==> src/logic/dcl_pkg.sv <==
// Purpose: constants for the defect correlation logic
// Assumes: one frame-rate clock, inputs synchronous to it
// Notes: no register bus; options are plain ports
package dcl_pkg;
  localparam logic [0:0] DCL_OPT_RESET = 1'h0;
  localparam logic [0:0] DCL_OUT_RESET = 1'h0;
  localparam int         DCL_TRACE_W   = 8;
  localparam int         DCL_PORTS     = 4;
  localparam logic [7:0] DCL_UNEQ_LABEL = 8'h00;
  typedef enum logic {
    DCL_OPT_IDLE,
    DCL_OPT_LOADED
  } dcl_opt_state_t;
endpackage

==> src/logic/dcl_correlate.sv <==
// Purpose: consequent action requests and fault cause correlation
// Assumes: defect inputs synchronous to clk, frameTick once per frame
// Notes: requests and causes change only on frameTick, options on optLoad; syncClear clears all outputs
`timescale 1ns/10ps
`default_nettype none
module dcl_correlate #(
  parameter int TRACE_W = dcl_pkg::DCL_TRACE_W,
  parameter int PORTS   = dcl_pkg::DCL_PORTS,
  parameter bit HAS_ONES_DETECTOR = 1'b1
) (
  input  wire logic               clk,
  input  wire logic               sys_rst,
  input  wire logic               syncClear,
  input  wire logic               frameTick,
  input  wire logic               optLoad,
  input  wire logic               serverFailReportIn,
  input  wire logic               farDefectReportIn,
  input  wire logic               allOnesReportIn,
  input  wire logic               supervisionActive,
  input  wire logic               labelMismatchDefect,
  input  wire logic               allOnesDefect,
  input  wire logic               alignmentLostDefect,
  input  wire logic               trailFailIn,
  input  wire logic               serverFailIn,
  input  wire logic               noPayloadDefect,
  input  wire logic               inputLostDefect,
  input  wire logic               traceMismatchDefect,
  input  wire logic               signalWorsenedDefect,
  input  wire logic               farDefectIndication,
  input  wire logic [TRACE_W-1:0] acceptedTraceId,
  input  wire logic               unitDefect,
  input  wire logic [PORTS-1:0]   outputConnected,
  input  wire logic [PORTS-1:0]   slotInstalled,
  output logic                    serverFailRequest,
  output logic                    trailFailRequest,
  output logic                    supTrailFailRequest,
  output logic                    trailWorsenedRequest,
  output logic                    serverWorsenedRequest,
  output logic                    unitFaultSignal,
  output logic [PORTS-1:0]        insertUnequipped,
  output logic                    serverFailReportOpt,
  output logic                    farDefectReportOpt,
  output logic                    allOnesReportOpt,
  output logic                    noPayloadCause,
  output logic                    traceMismatchCause,
  output logic                    signalWorsenedCause,
  output logic                    farDefectCause,
  output logic                    serverFailCause,
  output logic                    inputLostCause,
  output logic                    allOnesCause,
  output logic                    supNoPayloadCause,
  output logic                    supTraceMismatchCause,
  output logic                    supSignalWorsenedCause,
  output logic                    supFarDefectCause,
  output logic                    supServerFailCause,
  output logic                    labelMismatchCause,
  output logic                    adaptAllOnesCause,
  output logic                    alignmentLostCause
);

  // without a local ones detector the upstream trail fail stands in
  wire logic onesTerm      = HAS_ONES_DETECTOR ? allOnesDefect : trailFailIn;
  // section termination sees server faults via the ones defect, or via serverFailIn without a ones detector
  wire logic sinkOnesTerm  = HAS_ONES_DETECTOR ? allOnesDefect : serverFailIn;
  wire logic traceZero     = (acceptedTraceId == '0);
  wire logic unequipSeen   = noPayloadDefect & traceZero;

  wire logic next_ssf      = labelMismatchDefect | onesTerm | alignmentLostDefect;
  wire logic next_tsf      = sinkOnesTerm | noPayloadDefect | inputLostDefect | traceMismatchDefect;
  wire logic next_stsf     = serverFailIn | ~noPayloadDefect | traceMismatchDefect;
  wire logic next_tsd      = signalWorsenedDefect;
  wire logic [PORTS-1:0] next_uneq = ~outputConnected | ~slotInstalled;

  // correlation relies on detectors clearing their defects under fail
  wire logic watchOn = supervisionActive;
  wire logic next_no_payload_cause    = watchOn & noPayloadDefect;
  wire logic next_trace_mismatch_cause     = watchOn & ~noPayloadDefect & traceMismatchDefect;
  wire logic next_signal_worsened_cause     = watchOn & ~traceMismatchDefect & signalWorsenedDefect;
  wire logic next_far_defect_cause     = watchOn & ~noPayloadDefect & ~traceMismatchDefect
                             & farDefectIndication & farDefectReportOpt;
  wire logic next_server_fail_cause     = watchOn & (serverFailIn | allOnesDefect) & serverFailReportOpt;
  wire logic next_input_lost_cause     = watchOn & inputLostDefect;
  wire logic next_all_ones_cause     = watchOn & allOnesDefect & allOnesReportOpt;
  wire logic next_sUneq    = watchOn & traceMismatchDefect & unequipSeen;
  wire logic next_sTim     = watchOn & traceMismatchDefect & ~unequipSeen;
  wire logic next_sRdi     = watchOn & ~traceMismatchDefect & farDefectIndication
                             & farDefectReportOpt;
  wire logic next_sSsf     = watchOn & serverFailIn & serverFailReportOpt;
  wire logic next_label_mismatch_cause     = labelMismatchDefect & ~trailFailIn;
  wire logic next_aAis     = allOnesDefect & ~trailFailIn & ~labelMismatchDefect
                             & allOnesReportOpt;
  wire logic next_alignment_lost_cause     = alignmentLostDefect & ~allOnesDefect & ~labelMismatchDefect;

  // options keep false until management loads them
  always_ff @(posedge clk or posedge sys_rst) begin
    if (sys_rst) begin
      serverFailReportOpt <= dcl_pkg::DCL_OPT_RESET;
      farDefectReportOpt  <= dcl_pkg::DCL_OPT_RESET;
      allOnesReportOpt    <= dcl_pkg::DCL_OPT_RESET;
    end else if (syncClear) begin
      serverFailReportOpt <= dcl_pkg::DCL_OPT_RESET;
      farDefectReportOpt  <= dcl_pkg::DCL_OPT_RESET;
      allOnesReportOpt    <= dcl_pkg::DCL_OPT_RESET;
    end else if (optLoad) begin
      serverFailReportOpt <= serverFailReportIn;
      farDefectReportOpt  <= farDefectReportIn;
      allOnesReportOpt    <= allOnesReportIn;
    end
  end

  // requests: one update per frame keeps them aligned with the inserters
  always_ff @(posedge clk or posedge sys_rst) begin
    if (sys_rst) begin
      serverFailRequest     <= dcl_pkg::DCL_OUT_RESET;
      trailFailRequest      <= dcl_pkg::DCL_OUT_RESET;
      supTrailFailRequest   <= dcl_pkg::DCL_OUT_RESET;
      trailWorsenedRequest  <= dcl_pkg::DCL_OUT_RESET;
      serverWorsenedRequest <= dcl_pkg::DCL_OUT_RESET;
      unitFaultSignal       <= dcl_pkg::DCL_OUT_RESET;
      insertUnequipped      <= '0;
    end else if (syncClear) begin
      serverFailRequest     <= dcl_pkg::DCL_OUT_RESET;
      trailFailRequest      <= dcl_pkg::DCL_OUT_RESET;
      supTrailFailRequest   <= dcl_pkg::DCL_OUT_RESET;
      trailWorsenedRequest  <= dcl_pkg::DCL_OUT_RESET;
      serverWorsenedRequest <= dcl_pkg::DCL_OUT_RESET;
      unitFaultSignal       <= dcl_pkg::DCL_OUT_RESET;
      insertUnequipped      <= '0;
    end else if (frameTick) begin
      serverFailRequest     <= next_ssf;
      trailFailRequest      <= next_tsf;
      supTrailFailRequest   <= next_stsf;
      trailWorsenedRequest  <= next_tsd;
      serverWorsenedRequest <= next_tsd;
      unitFaultSignal       <= unitDefect;
      insertUnequipped      <= next_uneq;
    end
  end

  // causes: set while true, cleared as soon as false, at frame rate
  always_ff @(posedge clk or posedge sys_rst) begin
    if (sys_rst) begin
      {noPayloadCause, traceMismatchCause, signalWorsenedCause, farDefectCause} <= '0;
      {serverFailCause, inputLostCause, allOnesCause} <= '0;
      {supNoPayloadCause, supTraceMismatchCause, supSignalWorsenedCause} <= '0;
      {supFarDefectCause, supServerFailCause} <= '0;
      {labelMismatchCause, adaptAllOnesCause, alignmentLostCause} <= '0;
    end else if (syncClear) begin
      {noPayloadCause, traceMismatchCause, signalWorsenedCause, farDefectCause} <= '0;
      {serverFailCause, inputLostCause, allOnesCause} <= '0;
      {supNoPayloadCause, supTraceMismatchCause, supSignalWorsenedCause} <= '0;
      {supFarDefectCause, supServerFailCause} <= '0;
      {labelMismatchCause, adaptAllOnesCause, alignmentLostCause} <= '0;
    end else if (frameTick) begin
      noPayloadCause         <= next_no_payload_cause;
      traceMismatchCause     <= next_trace_mismatch_cause;
      signalWorsenedCause    <= next_signal_worsened_cause;
      farDefectCause         <= next_far_defect_cause;
      serverFailCause        <= next_server_fail_cause;
      inputLostCause         <= next_input_lost_cause;
      allOnesCause           <= next_all_ones_cause;
      supNoPayloadCause      <= next_sUneq;
      supTraceMismatchCause  <= next_sTim;
      supSignalWorsenedCause <= next_signal_worsened_cause;
      supFarDefectCause      <= next_sRdi;
      supServerFailCause     <= next_sSsf;
      labelMismatchCause     <= next_label_mismatch_cause;
      adaptAllOnesCause      <= next_aAis;
      alignmentLostCause     <= next_alignment_lost_cause;
    end
  end

endmodule
`default_nettype wire

==> config.mk <==
export PLATFORM = sky130hd
export DESIGN_NAME = dcl_correlate
export DESIGN_NICKNAME = d
export VERILOG_FILES = /design/src/logic/dcl_pkg.sv /design/src/logic/dcl_correlate.sv
export SDC_FILE = /design/constraint.sdc
export NUM_CORES = 1
export LEC_CHECK = 0
export BUFFER_PORTS_ARGS = -buffer_cell sky130_fd_sc_hd__buf_2
export CAP_MARGIN = 20
export CORE_MARGIN = 2
export CORE_UTILIZATION = 44
export CTS_CLUSTER_DIAMETER = 100
export DETAILED_ROUTE_END_ITERATION = 8
export PLACE_DENSITY = 0.78
export REMOVE_ABC_BUFFERS = 1
export SLEW_MARGIN = 25
export SYNTH_ARGS = -nofsm -noshare
export SYNTH_HDL_FRONTEND = slang
export SYNTH_SLANG_ARGS = --single-unit
export TNS_END_PERCENT = 20
==> constraint.sdc <==
create_clock -name clk -period 1 [get_ports clk]
set_input_delay 0.05 -clock clk [delete_from_list [all_inputs] [get_ports clk]]
set_output_delay 0.05 -clock clk [all_outputs]
set_load 0.02 [all_outputs]
==> results.md <==
* Setup Viol. Count Final at 0
* Clk slew on worst S/H paths at 0.13 ns
* Fin worst setup slack at 0.0435 ns
* WP depth at 1
* Largest net degree at the start of global routing at 40
* Syn. warnings at 0
* GRT overflow at 0
* Routed Antenna Nets at 0
* Flops & latches, synth at 26
* Initial Utilization at 47.6%
* Max IR drop VDD at 1.11 mV
* CP top delay family: flip-flops
* CP Class: reg2out
* Syn Inst Count at 111
* CP Capture Type: output pin
* Final GP Congestion at 0.758
* Final Cycle Share at 95.7%
* Final non-filler cell total at 218
* Status: finished, final reports clean
* CTS H-tree depth at 1
* Max reg flops at 4
* FP Rows at 18
* P per Cell Area at 1140 nW/um2
* Worst-margin pin slew at 0.326 ns
* Reg2reg path depth at 3
* Max incr delay on CP at 0.43 ns
* Final setup TNS at 0 ns
* Clk buf depth at 2
* Drt wl/cell at 14.2 um
* Clk_lat worst skew at 0.31 ns
* Startpoint Class: flip-flop
* Largest area contributor in the netlist: dfrtp_1
* DRC viols at 0
* Vias in the first global route at 1,133
* Reg2Reg Setup Slack at 0.06 ns
* Area after DPL at 1510 um2
* CP max stage cell: dfrtp_1
* Max Cap Violations at 0
* Core area at 2520 um2
* Pre-antenna DRT Iters at 4
* Top-area cell type share of the netlist area at 54.2%
* Via density at 5.22
* Via count at 1,138
* Post-route cell area at 1710 um2
* Largest reg by FF count: insertUnequipped
* WP buf/inv at 1
* Final net count at 226
* Share of cells above drive strength 1 at 39.4%
* Avg Cell Area, Syn at 10.8 um2
* Worst r2r src: farDefectReportOpt
* Fmax at 1050 MHz
* Leak Pwr at 0.884 nW
* Setup repair after global routing missed its margin: no
* Final hold violations at 0
* PortBufs at 63
* First-pass GRT wire length at 5030 um
* Total Die Area at 3160 um2
* Setup WS pre-CTS at 0.101 ns
* Sequential area share after synthesis at 54.2%
* Clock sink total at 26
* Synth unique cells at 28
* WP data required at 0.95 ns
* Area delta synth->final at 42.5%
* End point of the critical path: serverFailReportOpt
* Resize count post-CTS at 0
* Tot GR Track Use at 19.7%
* Fill count at 191
* Die Wd at 56.3 um
* Io pins at 64
* Hold WC Path Type: in2reg
* Final Slew Violations at 0
* Worst-path cell chain: buf_2
* Post-Syn Area at 1200 um2
* Iteration-0 DRC Markers at 11
* Placed Cells incl. Taps at 197
* HPWL after detailed placement at 2100 um
* Minimum clock period at 0.957 ns
* TritonCTS clock tree: yes
* Antenna violations before repair at 0
* CTS root buf: clkbuf_4
* Number of CTS-inserted buffers at 3
* CP max FO at 3
* Die Span Y at 56.3 um
* Total Wirelength at 3100 um
* Crit path launch: serverFailReportOpt
* Worst EP arrival at 0.91 ns
* Worst r2r dst: supFarDefectCause
* Top post-synthesis cells by area: dfrtp_1 (54%), nand2b_1 (5.2%), mux2i_1 (5.0%), nor2_1 (5.0%), a21oi_1 (3.8%)
* Setup Skew at 0.00325 ns
* # diodes at 0
* Max_slew headroom at 78.3%
-- worst min-delay path, cell delays in order --
cell     delay [ns]
buf_2          0.07
mux2i_1        0.06
nor2_1         0.10
-- power breakdown --
group          leakage [nW]  switching (W)  total, W  internal, W
Sequential            0.349      0.0000254   0.00112      0.00109
Combinational         0.522       0.000221  0.000410     0.000190
Clock                0.0138       0.000287  0.000428     0.000141
-- cells in the final DEF (no fill, tap or decap) --
cell           netlist  layout
mux2i_1              6       6
nand2b_1            10      10
a21oi_1              9       9
nand4_1              3       3
buf_2                2      63
dlygate4sd3_1        0      17
buf_4                4       3
nand3b_2             1       1
nand3b_1             1       1
nor3_1               2       2
a311oi_1             3       3
o2111ai_1            1       1
a311oi_2             1       1
a31oi_1              1       1
o21bai_1             1       1
and4b_1              2       2
nor2_1              16      16
nor4_2               1       1
buf_12               0       1
inv_1                1       1
nand2_1              3       3
nand3_1              3       3
o21ai_1              3       3
a21oi_2              1       1
nand4b_1             3       3
dfrtp_1             26      26
clkbuf_4             0       3
nor4_1               1       1
a211oi_1             2       2
-- routing by layer --
layer	track usage, %	up-vias	wire length, um	part of all wire, %
met3	3.00	6	107	3.5
li1	-	549	-	-
met2	38.7	31	1710	55
met5	0	-	0	0
met4	3.40	0	42	1.4
met1	22.5	552	1240	40
-- worst min path at each step --
stage	startpoint	end	slack [ns]	cells past startpoint
3_5_place_dp	sys_rst	insertUnequipped[3]	0.12	3
5_1_grt	farDefectReportIn	farDefectReportOpt	0.02	3
3_3_place_gp	sys_rst	insertUnequipped[1]	0.11	3
6_report	farDefectReportIn	farDefectReportOpt	0.01	3
4_1_cts	labelMismatchDefect	labelMismatchCause	0.00002	3
2_1_floorplan	sys_rst	adaptAllOnesCause	0.09	1
-- area by class of cell --
| cell class | instances | area [um2] | share of cell area [%] |
|---|---|---|---|
| repair buffers | 84 | 528 | 30.8 |
| well taps | 30 | 37.5 | 2.19 |
| clock buffers | 3 | 22.5 | 1.32 |
| multi-input cells | 74 | 469 | 27.4 |
| inverters | 1 | 3.75 | 0.219 |
| flip-flops and latches | 26 | 651 | 38.0 |
-- synth_stat cells --
library cell and instances:
buf_2 2, and4b_1 2, o21ai_1 3, nor2_1 16
nand4_1 3, a311oi_1 3, nand2_1 3, inv_1 1
buf_4 4, nand3_1 3, a311oi_2 1, dfrtp_1 26
mux2i_1 6, clkbuf_1 1, buf_6 3, nor3_1 2
a21oi_1 9, o21bai_1 1, nand3b_2 1, a21oi_2 1
nand4b_1 3, nand3b_1 1, nor4_1 1, nor4_2 1
a31oi_1 1, a211oi_1 2, nand2b_1 10, o2111ai_1 1
-- logic make-up after synthesis --
family          synth area share [%]
compound gates                  12.3
buf+inv                         6.77
flops                           54.2
mux                             5.00
simple gates                    21.8
-- what timing repair did --
| item | 4_1_cts | 5_1_grt |
|---|---|---|
| buffers inserted | 0 | 1 |
| setup endpoints to repair | 0 | 1 |
| endpoints found under the hold margin | 40 | 0 |
| hold buffers | 17 | 0 |
-- stage by stage --
step	hold slack [ns]	utilization [%]	total power, W
after floorplan	0.0900	-	0.00129
after global placement	0.112	59.9	0.00148
after detailed placement	0.118	59.9	0.00149
after CTS	0.0000241	67.6	0.00198
after global routing	0.0172	67.9	0.00204
final	0.0116	67.9	0.00196
No activity file was read; power rests on OpenSTA's default activity.
